==> src/spi_engine_pkg.sv <==
// package: constants, register map and carrier types of the spi transfer engine
package spi_engine_pkg;

	// ****************************************
	// timing
	// ****************************************
	localparam int CLK_PERIOD_NS = 10;
	localparam int SCK_HALF_NS   = 40;
	// least time, so round up
	localparam int SCK_HALF_CYC  = (SCK_HALF_NS + CLK_PERIOD_NS - 1) / CLK_PERIOD_NS;

	// ****************************************
	// register offsets (byte addresses)
	// ****************************************
	localparam logic [7:0] ADDR_CONTROL_ONE = 8'h00;
	localparam logic [7:0] ADDR_CONTROL_TWO = 8'h04;
	localparam logic [7:0] ADDR_STATUS      = 8'h08;
	localparam logic [7:0] ADDR_DATA        = 8'h0c;

	// ****************************************
	// field positions and reset values
	// ****************************************
	localparam int C1_SAMPLE_PHASE = 0;
	localparam int C1_IDLE_LEVEL   = 1;
	localparam int C1_MASTER       = 2;
	localparam int C1_ENABLE       = 6;
	localparam int C1_BIT_ORDER    = 7;
	localparam int C1_RX_ONLY      = 10;
	localparam int C1_FRAME_LEN    = 11;
	localparam int C1_BIDIR_OE     = 14;
	localparam int C1_BIDIR_EN     = 15;
	localparam int C2_RXNE_IE      = 6;
	localparam int ST_RX_NE        = 0;
	localparam int ST_TX_EMPTY     = 1;
	localparam int ST_BUSY         = 7;
	localparam logic [15:0] CONTROL_ONE_RST = 16'h0000;
	localparam logic [15:0] CONTROL_TWO_RST = 16'h0000;

	typedef enum logic [1:0] {
		MODE_FULL_DUPLEX,
		MODE_RX_ONLY,
		MODE_BIDIR_TX,
		MODE_BIDIR_RX
	} line_mode_e;

	// ****************************************
	// carriers
	// ****************************************
	typedef struct packed {
		logic        cyc;
		logic        stb;
		logic        we;
		logic [3:0]  sel;
		logic [7:0]  adr;
		logic [31:0] dat;
	} wb_req_s;

	typedef struct packed {
		logic        ack;
		logic [31:0] dat;
	} wb_rsp_s;

	typedef struct packed {
		logic sck;
		logic slave_select_n;
		logic mosi;
		logic miso;
	} spi_pins_in_s;

	typedef struct packed {
		logic sck_o;
		logic sck_oe;
		logic mosi_o;
		logic mosi_oe;
		logic miso_o;
		logic miso_oe;
	} spi_pins_out_s;

	typedef struct packed {
		logic [15:0]   control_one;
		logic [15:0]   control_two;
		logic [15:0]   tx_buf;
		logic          tx_empty_flag;
		logic [15:0]   rx_buf;
		logic          rx_not_empty_flag;
		logic [15:0]   tx_sr;
		logic [15:0]   rx_sr;
		logic [4:0]    bit_cnt;
		logic [5:0]    edge_cnt;
		logic [7:0]    div_cnt;
		logic          active;
		logic          sck_prev;
		logic          irq;
		spi_pins_out_s pins;
		wb_rsp_s       wb;
	} engine_state_s;

endpackage

==> src/spi_sync2.sv <==
// two-flop synchroniser for pins that arrive from outside the core clock domain
module spi_sync2
	import spi_engine_pkg::*;
#(
	parameter int WIDTH = 4
)
(
	// clock and reset
	input  wire logic             i_core_clk,
	input  wire logic             i_rst,
	// asynchronous in, synchronous out
	input  wire logic [WIDTH-1:0] i_async,
	output logic      [WIDTH-1:0] o_sync
);

	logic [WIDTH-1:0] meta_q;
	logic [WIDTH-1:0] sync_q;

	// the first stage feeds only the second stage
	always_ff @(posedge i_core_clk)
	begin
		if (i_rst)
		begin
			meta_q <= '0;
			sync_q <= '0;
		end
		else
		begin
			meta_q <= i_async;
			sync_q <= meta_q;
		end
	end

	assign o_sync = sync_q;

endmodule

==> src/spi_engine.sv <==
// spi transfer engine: line modes, master and slave shifting, flags, wishbone registers
module spi_engine
	import spi_engine_pkg::*;
#(
	parameter int SCK_HALF = SCK_HALF_CYC
)
(
	// clock and reset
	input  wire logic          i_core_clk,
	input  wire logic          i_rst,
	// wishbone slave
	input  wire wb_req_s       i_wb,
	output wb_rsp_s            o_wb,
	// spi pins
	input  wire spi_pins_in_s  i_pins,
	output spi_pins_out_s      o_pins,
	// receive interrupt
	output logic               o_rx_irq
);

	// ****************************************
	// helpers
	// ****************************************
	function automatic line_mode_e line_mode(input logic bidir_mode_enable,
		input logic bidir_output_enable, input logic receive_only_enable);
		if (bidir_mode_enable)
			return bidir_output_enable ? MODE_BIDIR_TX : MODE_BIDIR_RX;
		else
			return receive_only_enable ? MODE_RX_ONLY : MODE_FULL_DUPLEX;
	endfunction

	function automatic logic out_bit(input logic [15:0] sr, input logic lsb_first,
		input logic wide);
		if (lsb_first)
			return sr[0];
		else
			return wide ? sr[15] : sr[7];
	endfunction

	function automatic logic [15:0] tx_shift(input logic [15:0] sr, input logic lsb_first);
		return lsb_first ? {1'b0, sr[15:1]} : {sr[14:0], 1'b0};
	endfunction

	function automatic logic [15:0] rx_insert(input logic [15:0] sr, input logic b,
		input logic lsb_first, input logic wide);
		if (!lsb_first)
			return {sr[14:0], b};
		else if (wide)
			return {b, sr[15:1]};
		else
			return {8'h00, b, sr[7:1]};
	endfunction

	function automatic logic [15:0] merge16(input logic [15:0] old, input logic [31:0] dat,
		input logic [3:0] sel);
		logic [15:0] r;
		r = old;
		if (sel[0])
			r[7:0] = dat[7:0];
		if (sel[1])
			r[15:8] = dat[15:8];
		return r;
	endfunction

	// ****************************************
	// pin synchronisers
	// ****************************************
	spi_pins_in_s pin_s;

	spi_sync2 #(
		.WIDTH ($bits(spi_pins_in_s))
	) u_sync (
		.i_core_clk (i_core_clk),
		.i_rst      (i_rst),
		.i_async    (i_pins),
		.o_sync     (pin_s)
	);

	// ****************************************
	// state
	// ****************************************
	engine_state_s s_q;
	engine_state_s s_d;

	line_mode_e  mode;
	logic        enabled;
	logic        master;
	logic        clock_idle_level;
	logic        clock_sample_phase;
	logic        lsb_first;
	logic        wide;
	logic [4:0]  len;
	logic        tx_mode;
	logic        rx_mode;
	logic        busy;
	logic        access;
	logic        wr;
	logic        start;
	logic        ev;
	logic        lead;
	logic        sample;
	logic        rx_bit;
	logic        tx_drive;
	logic [31:0] rdat;

	always_comb
	begin
		s_d = s_q;
		mode = line_mode(s_q.control_one[C1_BIDIR_EN], s_q.control_one[C1_BIDIR_OE],
			s_q.control_one[C1_RX_ONLY]);
		enabled = s_q.control_one[C1_ENABLE];
		master = s_q.control_one[C1_MASTER];
		clock_idle_level = s_q.control_one[C1_IDLE_LEVEL];
		clock_sample_phase = s_q.control_one[C1_SAMPLE_PHASE];
		lsb_first = s_q.control_one[C1_BIT_ORDER];
		wide = s_q.control_one[C1_FRAME_LEN];
		len = wide ? 5'd16 : 5'd8;
		tx_mode = (mode == MODE_FULL_DUPLEX) || (mode == MODE_BIDIR_TX);
		rx_mode = (mode == MODE_RX_ONLY) || (mode == MODE_BIDIR_RX);
		// a receive-only master keeps busy high for as long as it is enabled
		busy = s_q.active || (enabled && master && rx_mode);
		start = 1'b0;
		ev = 1'b0;
		lead = 1'b0;
		sample = 1'b0;
		rdat = 32'h0000_0000;
		// single shared line: the master's mosi or the slave's miso
		if (mode == MODE_BIDIR_TX || mode == MODE_BIDIR_RX)
			rx_bit = master ? pin_s.mosi : pin_s.miso;
		else
			rx_bit = master ? pin_s.miso : pin_s.mosi;
		s_d.sck_prev = pin_s.sck;

		// ****************************************
		// bus reads (a read clears before the engine may set again)
		// ****************************************
		access = i_wb.cyc && i_wb.stb && !s_q.wb.ack;
		wr = access && i_wb.we;
		s_d.wb.ack = access;
		if (access && !i_wb.we)
		begin
			unique case (i_wb.adr)
				ADDR_CONTROL_ONE: rdat = {16'h0000, s_q.control_one};
				ADDR_CONTROL_TWO: rdat = {16'h0000, s_q.control_two};
				ADDR_STATUS:
				begin
					rdat[ST_RX_NE] = s_q.rx_not_empty_flag;
					rdat[ST_TX_EMPTY] = s_q.tx_empty_flag;
					rdat[ST_BUSY] = busy;
				end
				ADDR_DATA:
				begin
					rdat = {16'h0000, s_q.rx_buf};
					s_d.rx_not_empty_flag = 1'b0;
				end
				default: rdat = 32'h0000_0000;
			endcase
		end
		s_d.wb.dat = rdat;

		// ****************************************
		// transfer engine
		// ****************************************
		if (!enabled)
		begin
			// disabling ends any frame at once
			s_d.active = 1'b0;
			s_d.bit_cnt = 5'd0;
			s_d.edge_cnt = 6'd0;
			s_d.div_cnt = 8'h00;
		end
		else if (!s_q.active)
		begin
			if (master)
				start = (tx_mode && !s_q.tx_empty_flag) || rx_mode;
			else
				start = !pin_s.slave_select_n;
			if (start)
			begin
				s_d.active = 1'b1;
				s_d.bit_cnt = 5'd0;
				s_d.edge_cnt = 6'd0;
				s_d.div_cnt = 8'h00;
				s_d.rx_sr = 16'h0000;
				if (tx_mode && !s_q.tx_empty_flag)
				begin
					s_d.tx_sr = s_q.tx_buf;
					s_d.tx_empty_flag = 1'b1;
				end
				else
				begin
					// slave with nothing loaded resends the old buffer
					s_d.tx_sr = (master || !tx_mode) ? 16'h0000 : s_q.tx_buf;
				end
			end
		end
		else
		begin
			if (master)
			begin
				ev = (s_q.div_cnt == 8'(SCK_HALF - 1));
				lead = !s_q.edge_cnt[0];
				s_d.div_cnt = ev ? 8'h00 : s_q.div_cnt + 8'h01;
			end
			else
			begin
				// only the synchronised level and its last value are compared
				ev = (pin_s.sck != s_q.sck_prev);
				lead = (pin_s.sck != clock_idle_level);
				if (pin_s.slave_select_n)
					s_d.active = 1'b0;
			end
			sample = lead ^ clock_sample_phase;
			if (ev)
			begin
				if (master)
				begin
					s_d.pins.sck_o = !s_q.pins.sck_o;
					s_d.edge_cnt = s_q.edge_cnt + 6'd1;
					if (s_d.edge_cnt == {len, 1'b0})
						s_d.active = 1'b0;
				end
				if (sample)
				begin
					s_d.rx_sr = rx_insert(s_q.rx_sr, rx_bit, lsb_first, wide);
					s_d.bit_cnt = s_q.bit_cnt + 5'd1;
					if (s_d.bit_cnt == len)
					begin
						s_d.rx_buf = wide ? s_d.rx_sr : {8'h00, s_d.rx_sr[7:0]};
						s_d.rx_not_empty_flag = 1'b1;
						if (!master)
							s_d.active = 1'b0;
					end
				end
				else if (s_q.bit_cnt != 5'd0 && s_q.bit_cnt != len)
				begin
					s_d.tx_sr = tx_shift(s_q.tx_sr, lsb_first);
				end
			end
		end
		if (!master || !s_d.active)
			s_d.pins.sck_o = clock_idle_level;

		// ****************************************
		// pins
		// ****************************************
		tx_drive = enabled && tx_mode && (master || !pin_s.slave_select_n);
		s_d.pins.mosi_o = out_bit(s_d.tx_sr, lsb_first, wide);
		s_d.pins.miso_o = out_bit(s_d.tx_sr, lsb_first, wide);
		s_d.pins.mosi_oe = master && tx_drive;
		s_d.pins.miso_oe = !master && tx_drive;
		s_d.pins.sck_oe = enabled && master;

		// ****************************************
		// bus writes (a data write after a load leaves the buffer full)
		// ****************************************
		if (wr)
		begin
			unique case (i_wb.adr)
				ADDR_CONTROL_ONE: s_d.control_one = merge16(s_q.control_one, i_wb.dat, i_wb.sel);
				ADDR_CONTROL_TWO: s_d.control_two = merge16(s_q.control_two, i_wb.dat, i_wb.sel);
				ADDR_DATA:
				begin
					s_d.tx_buf = merge16(s_q.tx_buf, i_wb.dat, i_wb.sel);
					s_d.tx_empty_flag = 1'b0;
				end
				default: s_d.tx_buf = s_q.tx_buf;
			endcase
		end
		s_d.irq = s_d.rx_not_empty_flag && s_d.control_two[C2_RXNE_IE];
	end

	always_ff @(posedge i_core_clk)
	begin
		if (i_rst)
		begin
			s_q <= '0;
			s_q.control_one <= CONTROL_ONE_RST;
			s_q.control_two <= CONTROL_TWO_RST;
			s_q.tx_empty_flag <= 1'b1;
		end
		else
		begin
			s_q <= s_d;
		end
	end

	// ****************************************
	// outputs
	// ****************************************
	assign o_wb = s_q.wb;
	assign o_pins = s_q.pins;
	assign o_rx_irq = s_q.irq;

endmodule

==> config.mk <==
export PLATFORM = sky130hd
export DESIGN_NAME = spi_engine
export DESIGN_NICKNAME = d
export VERILOG_FILES = /design/src/spi_engine_pkg.sv /design/src/spi_sync2.sv /design/src/spi_engine.sv
export SDC_FILE = /design/constraint.sdc
export NUM_CORES = 1
export LEC_CHECK = 0
export ABC_CLOCK_PERIOD_IN_PS = 3750
export BUFFER_PORTS_ARGS = -buffer_cell sky130_fd_sc_hd__buf_2
export CELL_PAD_IN_SITES_DETAIL_PLACEMENT = 2
export CELL_PAD_IN_SITES_GLOBAL_PLACEMENT = 2
export CORE_MARGIN = 2
export CORE_UTILIZATION = 35
export DETAILED_ROUTE_END_ITERATION = 6
export MAX_ROUTING_LAYER = met4
export PLACE_DENSITY = 0.89
export SKIP_CTS_REPAIR_TIMING = 1
export SYNTH_ARGS = -nofsm -noshare
export SYNTH_HDL_FRONTEND = slang
export SYNTH_SLANG_ARGS = --single-unit
==> constraint.sdc <==
create_clock -name i_core_clk -period 3.75 [get_ports i_core_clk]
set_clock_uncertainty 0.2 [all_clocks]
set_input_delay 0 -clock i_core_clk [delete_from_list [all_inputs] [get_ports i_core_clk]]
set_output_delay 0 -clock i_core_clk [all_outputs]
set_load 0.01 [all_outputs]
==> flow_metrics.tcl, run 1 <==
set metrics [dict create \
    tritoncts "built" \
    tightest_slew_ns 1.212 \
    grtUsageTotal_pct 27.99 \
    ff_latch_area_sq_um 3004 \
    yosys_most_used_dff "sky130_fd_sc_hd__dfxtp_1" \
    layout-drive-gt1-share_pct 17.08 \
    path_class "flip-flop to flip-flop" \
    total_leakage_power_nw 2.892 \
    sequential_cell_area_fraction_in_the_yosys_report_pct 42.93 \
    achievable-frequency_mhz 291.2 \
    r2r_slack_ns 0.32 \
    synth_top_cell_area_share_pct 42.93 \
    netlist_instances 785 \
    io_buffer_count 58 \
    chipWidth_um 145.4 \
    synth-edff-count 0 \
    startpoint "s_q[42]" \
    floorplan.rows 51 \
    final_core_util_pct 41.93 \
    drc 0 \
    ctsRootBufferMaster "sky130_fd_sc_hd__clkbuf_16" \
    vias_per_cell 5.802 \
    worst_path_required_time_ns 3.90 \
    r2r_start "s_q[42]" \
    power-per-cell-area_nw_per_um2 444.0 \
    ys_top_cells_by_count "sky130_fd_sc_hd__dfxtp_1, sky130_fd_sc_hd__nor2_1, sky130_fd_sc_hd__mux2i_1, sky130_fd_sc_hd__a21oi_1, sky130_fd_sc_hd__nand2_1" \
    global_route.usage.met2_pct 49.10 \
    power_w 0.003635 \
    clockBufferDepth 2 \
    worstSetupStartpointType "flip-flop" \
    worst_setup_path_endpoint "s_q[79]" \
    finish.net_count 887 \
    grt.busiest_layer "met2" \
    wire_length_of_the_first_global_routing_pass_mm 43.48 \
    ioPinCount 93 \
    multi_input_area_sq_um 3512 \
    dp_worst_setup_slack_ns 0.5646 \
    first_global_vias 7050 \
    cap_viol_max_count 0 \
    drt_first_iter_violations 454 \
    setup_viol_count_final 0 \
    fin_area_sq_um 8187 \
    chipHeight_um 145.4 \
    numClockSinks 150 \
    worst-r2r-cell-count 8 \
    grt-ovfl-total 0 \
    post-route-period-util_pct 91.59 \
    count_of_final_hold_check_violations 1 \
    route.vias.total 6434 \
    drt_first_pass_iters 5 \
    largest_net_degree_at_the_start_of_global_routing 66 \
    worst-path-max-fanout 26 \
    die_area_sq_um 21130 \
    maxSlewViolCount 0 \
    violations "negative hold slack" \
    fillers 2113 \
    floorplan.core_area_sq_um 19530 \
    min_path_type "input port to flip-flop" \
    tritoncts.num_buffers 17 \
    synth-seq-cells 150 \
    initial_antenna_violation_count 0 \
    worstSkewPairLatency_ns 0.46 \
    critPathArrivalTime_ns 3.59 \
    layout_setup_ws_ns 0.3154 \
    grt.met1_usage_pct 28.26 \
    route.final.wire_length_mm 30.78 \
    postSynthAreaPerCell_sq_um 8.910 \
    fin_hold_ws_ns -0.003682 \
    synthArstFlopShare_pct 0 \
    groute.layer.met3.usage_pct 5.956 \
    finalWeightedCongestion 0.7742 \
    yosys_warnings 0 \
    tns_ns 0 \
    yosysUniqueCellTypes 61 \
    mappedNetlistArea_sq_um 6994 \
    vdd.ir_drop.worst_v 0.0003464 \
    h-tree-depth 4 \
    floorplan.initialDensity_pct 35.82 \
    unrepaired_setup_endpoints_after_global_routing "no" \
    wire_per_inst_um 27.75 \
    place_hpwl_mm 16.02 \
    timing.max_slew.rel_slack_pct 18.92 \
    run_status "finished with violations" \
    post-route-min-period_ns 3.435 \
    cp-end-kind "flip-flop" \
    detail-route-antenna-nets 0 \
    yosys.area.top_type "sky130_fd_sc_hd__dfxtp_1" \
    cts.clk_slew.worst_paths_ns 0.07 \
    area_growth_pct 17.05 \
    dpl-instance-area_sq_um 7283 \
    regToRegEndpoint "s_q[79]" \
    post-synth-top-count-cell "sky130_fd_sc_hd__dfxtp_1" \
    synth.top_cells.by_area "sky130_fd_sc_hd__dfxtp_1, sky130_fd_sc_hd__mux2i_1, sky130_fd_sc_hd__nor2_1" \
]
[where the power goes]
| group | internal, W | leakage [nW] | switching [W] |
|---|---|---|---|
| Clock | 0.00102 | 0.303 | 0.000870 |
| Sequential | 0.00160 | 1.21 | 0.00000317 |
| Combinational | 0.0000506 | 1.38 | 0.0000929 |
[metal layers]
layer / wire, um / part of all wire [%] / vias up
met2: 16090 / 52 / 263
met3: 1430 / 4.6 / 94
li1: - / - / 2788
met4: 1717 / 5.6 / 0
met5: 0 / 0 / -
met1: 11540 / 37 / 3289
[cells in the final DEF, fill, tap and decap left out, types with 5 or more instances in the layout]
| master | Yosys | final |
|---|---|---|
| sky130_fd_sc_hd__inv_1 | 8 | 8 |
| sky130_fd_sc_hd__nor2b_1 | 24 | 24 |
| sky130_fd_sc_hd__a21oi_1 | 43 | 43 |
| sky130_fd_sc_hd__a22o_1 | 9 | 9 |
| sky130_fd_sc_hd__and2_1 | 8 | 8 |
| sky130_fd_sc_hd__buf_2 | 5 | 57 |
| sky130_fd_sc_hd__or3_1 | 5 | 5 |
| sky130_fd_sc_hd__or3b_2 | 7 | 7 |
| sky130_fd_sc_hd__inv_8 | 0 | 6 |
| sky130_fd_sc_hd__mux2i_1 | 70 | 70 |
| sky130_fd_sc_hd__nand2_1 | 43 | 43 |
| sky130_fd_sc_hd__a22oi_1 | 13 | 13 |
| sky130_fd_sc_hd__nor2_1 | 136 | 136 |
| sky130_fd_sc_hd__xnor2_1 | 5 | 5 |
| sky130_fd_sc_hd__nand2b_1 | 6 | 6 |
| sky130_fd_sc_hd__xor2_1 | 5 | 5 |
| sky130_fd_sc_hd__buf_4 | 41 | 16 |
| sky130_fd_sc_hd__o21ai_0 | 21 | 21 |
| sky130_fd_sc_hd__and3_1 | 7 | 7 |
| sky130_fd_sc_hd__a211oi_1 | 16 | 16 |
| sky130_fd_sc_hd__o31ai_1 | 8 | 8 |
| sky130_fd_sc_hd__dlygate4sd3_1 | 0 | 28 |
| sky130_fd_sc_hd__nand3_1 | 13 | 13 |
| sky130_fd_sc_hd__nand3b_1 | 10 | 10 |
| sky130_fd_sc_hd__dfxtp_1 | 150 | 149 |
| sky130_fd_sc_hd__a31oi_1 | 11 | 11 |
| sky130_fd_sc_hd__conb_1 | 1 | 16 |
| sky130_fd_sc_hd__nor3_1 | 8 | 8 |
| sky130_fd_sc_hd__mux2_2 | 15 | 15 |
| sky130_fd_sc_hd__clkbuf_16 | 0 | 17 |
[critical path, stage by stage, from the launching register on]
cell                       delay (ns)
sky130_fd_sc_hd__dfxtp_1         0.38
sky130_fd_sc_hd__ha_1            0.22
sky130_fd_sc_hd__nor4b_2         0.32
sky130_fd_sc_hd__a21oi_1         0.23
sky130_fd_sc_hd__a311o_1         0.41
sky130_fd_sc_hd__or2_2           0.46
sky130_fd_sc_hd__a21oi_4         0.65
sky130_fd_sc_hd__nor2_1          0.15
sky130_fd_sc_hd__a211oi_1        0.30
[state kept, by name, summed over array words and instances (netlist names)]
signal / flops
clock_idle_level: 1
clock_sample_phase: 1
enabled: 1
lsb_first: 1
master: 1
o_pins: 5
o_rx_irq: 1
o_wb: 17
s_q: 114
u_sync.meta_q: 4
u_sync.o_sync: 4
[stage by stage]
stage,hold WS (ns),instances
after floorplan,-0.07182,800
after global placement,0.01756,1048
after detailed placement,0.03023,1048
after CTS,-0.4388,1080
after global routing,0.05918,1108
final,-0.003682,1109
[worst min path at each step]
stage,from,end,slack [ns],cells after the start
6_report,i_wb[40],s_q[148],-0.004,5
5_1_grt,i_wb[34],o_wb[10],0.06,3
3_3_place_gp,i_pins[2],u_sync.meta_q[2],0.02,2
3_5_place_dp,i_pins[0],u_sync.meta_q[0],0.03,2
4_1_cts,i_pins[0],u_sync.meta_q[0],-0.44,2
2_1_floorplan,i_pins[0],u_sync.meta_q[0],-0.07,1
[final cells by class]
type,instances,share of cell area [%]
Multi-Input combinational cell,552,42.90
Clock inverter,15,2.384
Timing Repair Buffer,101,8.375
Tap cell,265,4.050
Clock buffer,17,5.196
Inverter,8,0.3668
Sequential cell,150,36.70
Antenna cell,1,0.03057
[cell families (layout without fill, tap and decap cells)]
| family | Yosys count | in the layout | synth area share [%] |
|---|---|---|---|
| flip-flops | 150 | 150 | 42.93 |
| AND/OR/NAND/NOR | 292 | 292 | 20.61 |
| multiplexers | 87 | 87 | 13.08 |
| buffers and inverters | 98 | 141 | 7.657 |
| XOR/XNOR | 10 | 10 | 1.252 |
| other | 1 | 17 | 0.05362 |
| adder cells (fa/ha/maj) | 4 | 4 | 0.7156 |
| AO/OA/AOI/OAI | 143 | 143 | 13.70 |
No activity file was read; power rests on OpenSTA's default activity.
==> run 2: changes to the inputs <==
--- a/config.mk
+++ b/config.mk
@@ -6,12 +6,12 @@
 export NUM_CORES = 1
 export LEC_CHECK = 0
 export ABC_CLOCK_PERIOD_IN_PS = 3750
-export BUFFER_PORTS_ARGS = -buffer_cell sky130_fd_sc_hd__buf_2
 export CELL_PAD_IN_SITES_DETAIL_PLACEMENT = 2
 export CELL_PAD_IN_SITES_GLOBAL_PLACEMENT = 2
 export CORE_MARGIN = 2
-export CORE_UTILIZATION = 35
+export CORE_UTILIZATION = 39
 export DETAILED_ROUTE_END_ITERATION = 6
+export DONT_BUFFER_PORTS = 1
 export MAX_ROUTING_LAYER = met4
 export PLACE_DENSITY = 0.89
 export SKIP_CTS_REPAIR_TIMING = 1
==> run 2 against run 1 <==
- the run ends with negative hold slack, negative setup slack left
- first-iteration DRC count rose by 13%
- fmax down 8.7%
- sequential power barely moved
- cell count shrank 8.5%
- setup slack got worse by 0.33 ns
- hold slack got worse by 0.015 ns
- core utilization increased by 3.4 points
- global-route usage increased by 1.1 points
- via count decreased by 1.9%
- largest cell class unchanged
- highest routed layer unchanged
==> flow_metrics.tcl, run 2 (synthesis gave the netlist of run 1 again) <==
set metrics [dict create \
    post-route-period-util_pct 100.4 \
    wire_per_inst_um 30.99 \
    worst-path-max-fanout 18 \
    floorplan.core_area_sq_um 17420 \
    fin_hold_ws_ns -0.01913 \
    tritoncts "built" \
    floorplan.initialDensity_pct 40.16 \
    tritoncts.num_buffers 17 \
    crit_chain "ha_1 > nor4b_2 > a21oi_1 > a311o_1 > or2_2 > a21oi_4 > nor2_1 > a211oi_1" \
    grt-ovfl-total 0 \
    instances_no_fill 1015 \
    placed_cells 946 \
    run_status "finished with violations" \
    timing.max_slew.rel_slack_pct 2.279 \
    achievable-frequency_mhz 265.7 \
    post-route-min-period_ns 3.763 \
    ctsRootBufferMaster "sky130_fd_sc_hd__clkbuf_16" \
    place_hpwl_mm 15.69 \
    vdd.ir_drop.worst_v 0.0005873 \
    final_core_util_pct 45.34 \
    drc 0 \
    route.final.wire_length_mm 31.46 \
    layout_commonest_cell "sky130_fd_sc_hd__dfxtp_1" \
    first_global_vias 6619 \
    cp-end-kind "flip-flop" \
    worst_path_required_time_ns 3.84 \
    clockBufferDepth 2 \
    drt_first_pass_iters 6 \
    layout-drive-gt1-share_pct 10.76 \
    num_antenna_cells 0 \
    chipWidth_um 137.9 \
    worst-r2r-cell-count 8 \
    cap_viol_max_count 0 \
    largest_net_degree_at_the_start_of_global_routing 118 \
    drt_first_iter_violations 515 \
    dp_worst_setup_slack_ns 0.4653 \
    min_path_type "input port to flip-flop" \
    cpMaxStageDelayCell "sky130_fd_sc_hd__a21oi_4" \
    crit_path_max_incr_delay_ns 0.50 \
    ioPinCount 93 \
    route.vias.total 6313 \
    area_growth_pct 12.90 \
    total_leakage_power_nw 2.616 \
    initial_antenna_violation_count 0 \
    worstSkewPairLatency_ns 0.46 \
    maxSlewViolCount 0 \
    vias_per_cell 6.220 \
    layout_setup_ws_ns -0.01315 \
    violations "negative hold slack, negative setup slack" \
    finalWeightedCongestion 0.8076 \
    power-per-cell-area_nw_per_um2 450.2 \
    grtUsageTotal_pct 29.13 \
    detail-route-antenna-nets 0 \
    numClockSinks 150 \
    most-common-layout-cells "sky130_fd_sc_hd__dfxtp_1, sky130_fd_sc_hd__nor2_1, sky130_fd_sc_hd__mux2i_1" \
    wire_length_of_the_first_global_routing_pass_mm 39.37 \
    largest_register "s_q" \
    fillers 1815 \
    count_of_final_hold_check_violations 2 \
    finish.net_count 834 \
    worstSetupStartpointType "flip-flop" \
    path_class "flip-flop to flip-flop" \
    chipHeight_um 137.9 \
    io_buffer_count 0 \
    floorplan.rows 48 \
    instance_count_along_the_most_critical_hold_path 5 \
    largest_register_ff_count 114 \
    critPathArrivalTime_ns 3.86 \
    die_area_sq_um 19020 \
    setup_viol_count_final 1 \
    cts.clk_slew.worst_paths_ns 0.08 \
    tns_ns -0.01315 \
    tightest_slew_ns 1.460 \
    h-tree-depth 4 \
]
[run 2: where the power goes]
| group | leakage, nW | switching, W | internal (W) |
|---|---|---|---|
| logic | 1.14 | 0.0000836 | 0.0000441 |
| registers | 1.21 | 0.00000446 | 0.00160 |
| clock network | 0.265 | 0.000841 | 0.000985 |
| total | 2.62 | 0.000929 | 0.00263 |
[run 2: cell type report]
cell class / count / area (sq um) / share of cell area [%]
Multi-Input combinational cell: 553 / 3521 / 44.59
Sequential cell: 150 / 3004 / 38.04
Timing Repair Buffer: 47 / 480.5 / 6.085
Clock buffer: 18 / 429.2 / 5.435
Tap cell: 225 / 281.5 / 3.565
Clock inverter: 14 / 150.1 / 1.901
Inverter: 8 / 30.03 / 0.3803
[run 2: metal layers]
layer  GRT usage, %  part of all wire (%)
met2          49.31                    51
met1          29.55                    38
met5              -                     0
met4          19.84                   6.8
met3          7.639                   4.7
[run 2: per-stage QoR]
stage	power [W]	area (sq um)	hold slack, ns
after global placement	0.001679	6910	-0.09689
after detailed placement	0.001682	6910	-0.09609
after floorplan	0.001707	7051	-0.07182
final	0.003555	7896	-0.01913
after CTS	0.003415	7490	-0.5671
after global routing	0.003632	7896	0.01353
[run 2: critical path, delay by kind of cell (launching register included)]
kind	cells	cell delay [ns]
compound gates	4	1.71
simple gates	3	1.06
flops	1	0.40
fa+ha+maj	1	0.23
[run 2: worst paths after layout]
check | from | end | slack (ns)
worst min register to register | s_q[106] | s_q[106] | 0.26
worst max register to register | s_q[42] | s_q[81] | -0.01
worst min-delay path | i_wb[38] | s_q[110] | -0.02
worst max-delay path | s_q[42] | s_q[81] | -0.01
